### src/emw_regs.vh
// emw_regs.vh: constants of the extended multi-sector write interpreter
// assumes inclusion by emw_core.v only; plain Verilog-2005
`ifndef EMW_REGS_VH
`define EMW_REGS_VH
// taskfile register addresses (3-bit command block select)
`define EMW_A_DATA    3'h0
`define EMW_A_ERR     3'h1
`define EMW_A_SCNT    3'h2
`define EMW_A_SNUM    3'h3
`define EMW_A_CYLL    3'h4
`define EMW_A_CYLH    3'h5
`define EMW_A_DEV     3'h6
`define EMW_A_CMD     3'h7
// command opcodes
`define EMW_OP_WRMULT_EXT 8'h39
`define EMW_OP_WRMULT_FUA 8'hce
// status bit positions
`define EMW_ST_BSY 7
`define EMW_ST_RDY 6
`define EMW_ST_DF  5
`define EMW_ST_DSC 4
`define EMW_ST_DRQ 3
`define EMW_ST_ERR 0
// error bit positions
`define EMW_ER_IDN 4
`define EMW_ER_ABT 2
// reset values
`define EMW_STATUS_RST 8'h50
`define EMW_ERROR_RST  8'h00
// words per 512-byte sector
`define EMW_WORDS_PER_SEC 9'h100
`endif

### src/emw_core.v
// emw_core.v: drive-side handling of the extended multi-sector write
// commands (plain and forced-unit-access) behind the taskfile registers.
// assumes: host strobes are synchronous to CORE_CLK_I; media port is on-chip
// logic on the same clock; block size comes from a separate set-multiple unit.
//
// Contract
// - opcode 39h starts extended multiple write
// - opcode CEh starts forced-unit-access variant
// - accept host sectors, then commit to media
// - combined count zero means 65536 sectors
// - assemble 48-bit address from current/previous slots
// - report failing address, HOB selects byte half
// - one interrupt per multiple block
// - data moves as 16-bit words
// - forced variant: media done before ending status
// - uncorrectable error stops at failing sector
`default_nettype none
`include "emw_regs.vh"
module emw_core (
    input  wire        CORE_CLK_I,
    input  wire        RESETN_I,
    input  wire        CE_I,
    input  wire        TF_WR_I,       // host register write strobe
    input  wire        TF_RD_I,       // host register read strobe
    input  wire [2:0]  TF_ADDR_I,
    input  wire [15:0] TF_WDATA_I,
    input  wire        HOB_I,         // high-order byte select
    input  wire [7:0]  BLK_SIZE_I,    // sectors per block, 0 treated as 1
    input  wire        WCACHE_EN_I,   // write cache enabled
    input  wire        MEDIA_DONE_I,  // sector committed, one-cycle pulse
    input  wire        MEDIA_UNC_I,   // uncorrectable error on that sector
    input  wire        MEDIA_IDNF_I,  // sector not found
    output reg  [15:0] TF_RDATA_O,
    output reg         INTRQ_O,
    output reg         MEDIA_WR_O,    // one-cycle pulse, word to media
    output reg  [15:0] MEDIA_WDATA_O,
    output reg  [47:0] MEDIA_LBA_O,
    output reg         MEDIA_FLUSH_O  // level: forced commit in progress
);
    localparam ST_IDLE = 2'h0;
    localparam ST_XFER = 2'h1;
    localparam ST_WAIT = 2'h2;

    reg [1:0]  state_q;
    reg [7:0]  scnt_cur_q;
    reg [7:0]  scnt_prv_q;
    reg [7:0]  snum_cur_q;
    reg [7:0]  snum_prv_q;
    reg [7:0]  cyll_cur_q;
    reg [7:0]  cyll_prv_q;
    reg [7:0]  cylh_cur_q;
    reg [7:0]  cylh_prv_q;
    reg [7:0]  status_q;
    reg [7:0]  error_q;
    reg [16:0] remain_q;      // sectors left to receive
    reg [16:0] pending_q;     // sectors sent to media, not yet committed
    reg [8:0]  word_q;        // words left in current sector
    reg [7:0]  blk_q;         // sectors left in current block
    reg        fua_q;
    reg [47:0] lba_q;         // next sector address for the host stream
    reg [47:0] fail_q;        // address of first unrecoverable sector
    // media commits in order, so the next pulse always belongs to this
    // address; the host stream runs ahead and cannot name the failure
    reg [47:0] commit_q;      // address of the next sector to be committed

    wire [16:0] req_cnt = {scnt_prv_q, scnt_cur_q} == 16'h0000 ? 17'h10000
                          : {1'b0, scnt_prv_q, scnt_cur_q};
    wire [7:0]  blk_sz  = (BLK_SIZE_I == 8'h00) ? 8'h01 : BLK_SIZE_I;
    wire        cmd_wr  = TF_WR_I && TF_ADDR_I == `EMW_A_CMD && state_q == ST_IDLE;
    wire        data_wr = TF_WR_I && TF_ADDR_I == `EMW_A_DATA && state_q == ST_XFER;
    wire        sec_end = data_wr && word_q == 9'h001;
    wire        fail    = MEDIA_DONE_I && (MEDIA_UNC_I || MEDIA_IDNF_I);

    // parameter registers: each write while idle pushes current into previous slot
    always @(posedge CORE_CLK_I or negedge RESETN_I) begin
        if (!RESETN_I) begin
            scnt_cur_q <= 8'h00;
            scnt_prv_q <= 8'h00;
            snum_cur_q <= 8'h00;
            snum_prv_q <= 8'h00;
            cyll_cur_q <= 8'h00;
            cyll_prv_q <= 8'h00;
            cylh_cur_q <= 8'h00;
            cylh_prv_q <= 8'h00;
        end else if (CE_I && TF_WR_I && state_q == ST_IDLE) begin
            case (TF_ADDR_I)
                `EMW_A_SCNT: begin
                    scnt_prv_q <= scnt_cur_q;
                    scnt_cur_q <= TF_WDATA_I[7:0];
                end
                `EMW_A_SNUM: begin
                    snum_prv_q <= snum_cur_q;
                    snum_cur_q <= TF_WDATA_I[7:0];
                end
                `EMW_A_CYLL: begin
                    cyll_prv_q <= cyll_cur_q;
                    cyll_cur_q <= TF_WDATA_I[7:0];
                end
                `EMW_A_CYLH: begin
                    cylh_prv_q <= cylh_cur_q;
                    cylh_cur_q <= TF_WDATA_I[7:0];
                end
                default: ;
            endcase
        end
    end

    // command sequencer; media errors win over a same-cycle host word
    always @(posedge CORE_CLK_I or negedge RESETN_I) begin
        if (!RESETN_I) begin
            state_q       <= ST_IDLE;
            status_q      <= `EMW_STATUS_RST;
            error_q       <= `EMW_ERROR_RST;
            remain_q      <= 17'h00000;
            pending_q     <= 17'h00000;
            word_q        <= 9'h000;
            blk_q         <= 8'h00;
            fua_q         <= 1'b0;
            lba_q         <= 48'h0;
            fail_q        <= 48'h0;
            commit_q      <= 48'h0;
            INTRQ_O       <= 1'b0;
            MEDIA_WR_O    <= 1'b0;
            MEDIA_WDATA_O <= 16'h0000;
            MEDIA_LBA_O   <= 48'h0;
            MEDIA_FLUSH_O <= 1'b0;
        end else if (CE_I) begin
            MEDIA_WR_O <= 1'b0;
            // reading status acknowledges the interrupt
            if (TF_RD_I && TF_ADDR_I == `EMW_A_CMD)
                INTRQ_O <= 1'b0;
            if (TF_WR_I && TF_ADDR_I == `EMW_A_CMD && state_q == ST_IDLE) begin
                error_q <= 8'h00;
                if (TF_WDATA_I[7:0] == `EMW_OP_WRMULT_EXT || TF_WDATA_I[7:0] == `EMW_OP_WRMULT_FUA) begin
                    fua_q     <= (TF_WDATA_I[7:0] == `EMW_OP_WRMULT_FUA);
                    lba_q     <= {cylh_prv_q, cyll_prv_q, snum_prv_q,
                                  cylh_cur_q, cyll_cur_q, snum_cur_q};
                    commit_q  <= {cylh_prv_q, cyll_prv_q, snum_prv_q,
                                  cylh_cur_q, cyll_cur_q, snum_cur_q};
                    remain_q  <= req_cnt;
                    pending_q <= 17'h00000;
                    word_q    <= `EMW_WORDS_PER_SEC;
                    blk_q     <= blk_sz;
                    state_q   <= ST_XFER;
                    status_q  <= 8'h58;   // busy clear, data request set
                end else begin
                    error_q  <= 8'h04;   // unknown opcode: abort
                    status_q <= 8'h51;
                    INTRQ_O  <= 1'b1;
                end
            end
            case (state_q)
                ST_XFER, ST_WAIT: begin
                    if (fail) begin
                        // stop at the failing sector, nothing more accepted
                        fail_q        <= commit_q;
                        error_q       <= MEDIA_IDNF_I ? 8'h10 : 8'h04;
                        status_q      <= 8'h51;
                        INTRQ_O       <= 1'b1;
                        MEDIA_FLUSH_O <= 1'b0;
                        state_q       <= ST_IDLE;
                    end else begin
                        // a stray pulse left from an earlier command would skew this
                        if (MEDIA_DONE_I)
                            commit_q <= commit_q + 48'h1;
                        if (data_wr) begin
                            MEDIA_WR_O    <= 1'b1;
                            MEDIA_WDATA_O <= TF_WDATA_I;
                            MEDIA_LBA_O   <= lba_q;
                            word_q        <= sec_end ? `EMW_WORDS_PER_SEC : word_q - 9'h001;
                        end
                        if (sec_end) begin
                            lba_q    <= lba_q + 48'h1;
                            remain_q <= remain_q - 17'h00001;
                            blk_q    <= (blk_q == 8'h01) ? blk_sz : blk_q - 8'h01;
                            if (remain_q == 17'h00001) begin
                                state_q       <= ST_WAIT;
                                status_q      <= 8'h90;   // busy while media commits
                                MEDIA_FLUSH_O <= fua_q;
                            end else if (blk_q == 8'h01) begin
                                INTRQ_O <= 1'b1;          // block boundary
                            end
                        end
                        // cache off or forced access: wait for every commit
                        if (sec_end && !MEDIA_DONE_I)
                            pending_q <= pending_q + 17'h00001;
                        else if (MEDIA_DONE_I && !sec_end && pending_q != 17'h00000)
                            pending_q <= pending_q - 17'h00001;
                        if (state_q == ST_WAIT &&
                            ((WCACHE_EN_I && !fua_q) || pending_q == 17'h00000 ||
                             (pending_q == 17'h00001 && MEDIA_DONE_I))) begin
                            status_q      <= 8'h50;
                            INTRQ_O       <= 1'b1;
                            MEDIA_FLUSH_O <= 1'b0;
                            state_q       <= ST_IDLE;
                        end
                    end
                end
                default: ;
            endcase
        end
    end

    // read mux; address bytes come from the failure record
    always @(posedge CORE_CLK_I or negedge RESETN_I) begin
        if (!RESETN_I)
            TF_RDATA_O <= 16'h0000;
        else if (CE_I) begin
            case (TF_ADDR_I)
                `EMW_A_ERR:  TF_RDATA_O <= {8'h00, error_q};
                `EMW_A_SCNT: TF_RDATA_O <= 16'h0000;
                `EMW_A_SNUM: TF_RDATA_O <= {8'h00, HOB_I ? fail_q[31:24] : fail_q[7:0]};
                `EMW_A_CYLL: TF_RDATA_O <= {8'h00, HOB_I ? fail_q[39:32] : fail_q[15:8]};
                `EMW_A_CYLH: TF_RDATA_O <= {8'h00, HOB_I ? fail_q[47:40] : fail_q[23:16]};
                `EMW_A_CMD:  TF_RDATA_O <= {8'h00, status_q};
                default:     TF_RDATA_O <= 16'h0000;
            endcase
        end
    end
endmodule // emw_core
`default_nettype wire

### config.mk
export PLATFORM = sky130hd
export DESIGN_NAME = emw_core
export DESIGN_NICKNAME = d
export VERILOG_FILES = /design/src/emw_core.v
export VERILOG_INCLUDE_DIRS = /design/src
export SDC_FILE = /design/constraint.sdc
export NUM_CORES = 1
export LEC_CHECK = 0
export BUFFER_PORTS_ARGS = -buffer_cell sky130_fd_sc_hd__buf_2
export CORE_MARGIN = 5
export CORE_UTILIZATION = 61
export CTS_CLUSTER_DIAMETER = 50
export DETAILED_ROUTE_END_ITERATION = 12
export HOLD_SLACK_MARGIN = 0.08
export PLACE_DENSITY = 0.8
export SETUP_SLACK_MARGIN = 0.4
export SYNTH_ARGS = -nofsm -noshare
export SYNTH_HDL_FRONTEND = slang
export SYNTH_SLANG_ARGS = --single-unit
### constraint.sdc
create_clock -name CORE_CLK_I -period 4.5 [get_ports CORE_CLK_I]
set_clock_uncertainty 0.05 [all_clocks]
set_input_delay 0.225 -clock CORE_CLK_I [delete_from_list [all_inputs] [get_ports CORE_CLK_I]]
set_output_delay 0.225 -clock CORE_CLK_I [all_outputs]
set_load 0.01 [all_outputs]
==> key figures <==
Clock tree
  • CTS tree: done
  • Clock Pin Slew Worst Setup and Hold Paths: 0.06 ns
  • Post-CTS setup buffers: 0
  • Clk_lat worst skew: about 0.54 ns
  • CTS buffer count: 41
  • CTS Root Cell: clkbuf_16
  • Maximum clock path buffer count: 3
  • Clock sinks: approximately 350
  • H-tree depth: 2

Outcome
  • Outcome: finished clean

Layout
  • Filler cells: 2139
  • Commonest non-fill, non-tap cell in the layout: dfrtp_1
  • Non-Filler Instances: about 2.3k
  • Final-stage net count: 1968
  • Layout cell share with drive strength beyond 1: 21.3%
  • Most frequent cells in the layout: dfrtp_1 (351), mux2_2 (168), a21oi_1 (166)
  • Area Overhead vs Synth: 14.3%

Synthesis
  • Fraction of registers with async set/reset: 100%
  • Synth cell types: roughly 80
  • EDFF count, synth: 0
  • Flops & latches, synth: around 350
  • Yosys warns: 0
  • Main synth FF type: dfrtp_1
  • Seq/Total Area, Yosys: 48.7%
  • Post-Synthesis Cell Area: about 0.018 sq mm
  • Cells after synthesis: 1823
  • Syn avg cell area: 9.96 sq um

GRT
  • Vias in the first global route: 15.7k
  • Tot GR Track Use: 32.3%
  • Grt total ovfl: 0
  • Pin count of the biggest net entering global routing: 135
  • Initial antenna violation count: 1
  • Global-route wire length before repair: 86.3 mm

Placed design
  • Routability Congestion: about 0.95
  • Placed Instances: 2237
  • IO Port Bufs: approximately 110
  • Detailed Place HPWL: 36.5 mm
  • Pre-CTS WS: 1.16 ns

Floorplanning
  • Total Die Area: ~0.033 sq mm
  • Die width: 182 um
  • Starting Density: ~60%
  • Row cnt: 63
  • Die height: around 180 um
  • # IOs: 120
  • Core area: 0.0295 sq mm

Power
  • Worst vdd ir: 444 uV
  • Leakage power: ~0.009 uW
  • P per Cell Area: 435 mW/mm^2

Critical path
  • Reg2Reg Launch Point: state_q[1]$_DFFE_PN0P_
  • Cell chain of the critical path: inv_1 > ha_1 > or4bb_1 > or4_4 > nor2_1 > and3_1 > a211oi_1 > a211oi_1
  • R2R Setup Slk: 0.98 ns
  • Worst setup EP type: flop
  • CP Data Arrival Time: 3.88 ns
  • Reg-to-reg endpoint: lba_q[19]$_DFFE_PN0P_
  • Crit-path max FO: 12
  • Register-to-Register Path Depth: 8
  • CP max stage delay: 0.71 ns
  • Startpoint types: flop
  • Setup CP Type: reg -> reg
  • Crit path max-delay cell type: nor2_1
  • CP most frequent cell: a211oi_1
  • Worst EP required: 4.86 ns

Run
  • Max-cap viol count: 0

Timing
  • Setup Total Neg Slack: 0 ns
  • Tmin final: 3.52 ns
  • Slew HR: 20.5%
  • RSZ-0062 raised after global routing: false
  • Final setup margin: 0.980 ns
  • # setup viols final: 0
  • Final period utilization: 78.2%
  • Slew Limit Fails: 0
  • Hold slack: 0.101 ns
  • Worst-Margin Slew: about 1.2 ns
  • Final Hold Fails: 0
  • Achievable frequency: 0.284 GHz

Min path
  • WHS Endpoint: blk_q[0]$_DFFE_PN0P_
  • Hold path cells: 5
  • Hold path startpoint: BLK_SIZE_I[0]
  • Hold WC Path Type: in -> reg

Detailed routing
  • Via count: 16.0k
  • Initial drt markers: 2156
  • Post-Route WL: 54.4 mm
  • DRT Pass-1 Iters: 6
  • Drt wl/cell: 23.2 um
  • Residual DRC count: 0
  • Drt via density: 6.83
  • Post-route ant nets: 0
stage by stage:
stage	cell area [sq um]	util [%]	power (uW)
floorplan	18200	-	4770
global placement	19000	64.4	5300
detailed placement	19000	64.4	5380
CTS	20700	70.4	9000
global route	20700	70.4	9310
finish	20700	70.4	9020
final cells by class:
| class | count | area, sq um | share of cell area [%] |
|---|---|---|---|
| flip-flops and latches | 353 | 8840 | 42.6 |
| multi-input cells | 1307 | 8670 | 41.8 |
| clock buffers | 58 | 1220 | 5.89 |
| repair buffers | 164 | 1070 | 5.16 |
| well taps | 390 | 488 | 2.35 |
| clock inverters | 18 | 267 | 1.28 |
| inverters | 50 | 188 | 0.905 |
| diodes | 1 | 2.50 | 0.0121 |
sequential cells by signal, indices dropped and copies added (netlist names), 9 cells and up:
register and cells:
fail_q 48, MEDIA_WDATA_O 16, commit_q 48, pending_q 17, word_q 9, MEDIA_LBA_O 48
lba_q 48, remain_q 17
cells in the mapped netlist (6+ instances only):
library cell | instances | area [sq um]
dfrtp_1 | 351 | 8780
nor2_1 | 114 | 428
a21o_1 | 11 | 82.6
or4_1 | 12 | 90.1
clkbuf_1 | 85 | 319
o2bb2ai_1 | 15 | 131
and2_1 | 17 | 106
nor2b_1 | 6 | 37.5
o22a_1 | 6 | 52.6
o32ai_1 | 13 | 114
and4_1 | 14 | 123
o21ai_0 | 116 | 581
and3_1 | 21 | 131
a21oi_1 | 167 | 836
or3_1 | 17 | 106
buf_2 | 14 | 70.1
a211oi_1 | 25 | 188
nand2_1 | 120 | 450
nand3_1 | 69 | 345
a31o_2 | 9 | 78.8
nand2b_1 | 7 | 43.8
o31ai_1 | 7 | 52.6
o22ai_1 | 73 | 457
nor3_1 | 42 | 210
a31oi_1 | 16 | 100
or2_2 | 7 | 43.8
xnor2_1 | 11 | 96.3
o21a_1 | 6 | 45.0
a22oi_1 | 12 | 90.1
nand4_1 | 39 | 244
buf_1 | 10 | 37.5
mux2_2 | 168 | 1890
ha_1 | 14 | 175
inv_1 | 50 | 188
mux2i_1 | 28 | 280
nor4_1 | 29 | 181
buf_4 | 9 | 67.6
a2bb2oi_1 | 16 | 140
layer usage:
metal	vias to the layer above	track usage, %	routed length, um
met5	-	0	0
met4	0	17.2	3380
met3	226	6.20	5520
met2	971	48.3	23900
met1	7781	44.8	21600
li1	7006	-	-
cells by family (layout without fill, tap and decap cells):
group	after synthesis	in the layout	share of synthesized area (%)
buffers and inverters	170	290	3.88
XOR/XNOR	15	15	0.724
AND/OR/NAND/NOR	536	536	15.3
multiplexers	196	196	12.0
other	1	9	0.0207
AO/OA/AOI/OAI	538	538	18.5
flip-flops	353	353	48.7
adder cells (fa/ha/maj)	14	14	0.965
critical path, delay by kind of cell (launching register included):
family	cells	cell delay, ns
flip-flops	1	0.39
AND/OR/NAND/NOR	4	2.31
adder cells (fa/ha/maj)	1	0.16
buffers and inverters	1	0.08
AO/OA/AOI/OAI	2	0.40
what timing repair did:
action                                 CTS  global route
resized for setup                        0             0
endpoints found under the hold margin  190             0
hold buffers                            27             0
power breakdown:
group          leakage (uW)  internal (uW)  total, uW  switching (uW)
Sequential          0.00464           3610       4260             656
Clock              0.000724           2250       3600            1350
Combinational       0.00385            525       1160             630
worst max path at each step:
stage	start	endpoint	slack, ns
3_5_place_dp	state_q[1]$_DFFE_PN0P_	lba_q[23]$_DFFE_PN0P_	1.16
2_1_floorplan	state_q[1]$_DFFE_PN0P_	status_q[1]$_DFFE_PN0P_	1.77
4_1_cts	state_q[1]$_DFFE_PN0P_	lba_q[19]$_DFFE_PN0P_	1.12
3_3_place_gp	state_q[1]$_DFFE_PN0P_	lba_q[2]$_DFFE_PN0P_	1.28
6_report	state_q[1]$_DFFE_PN0P_	lba_q[19]$_DFFE_PN0P_	0.98
5_1_grt	state_q[1]$_DFFE_PN0P_	lba_q[19]$_DFFE_PN0P_	0.88
Note: power is estimated with default switching activity, not from simulation.
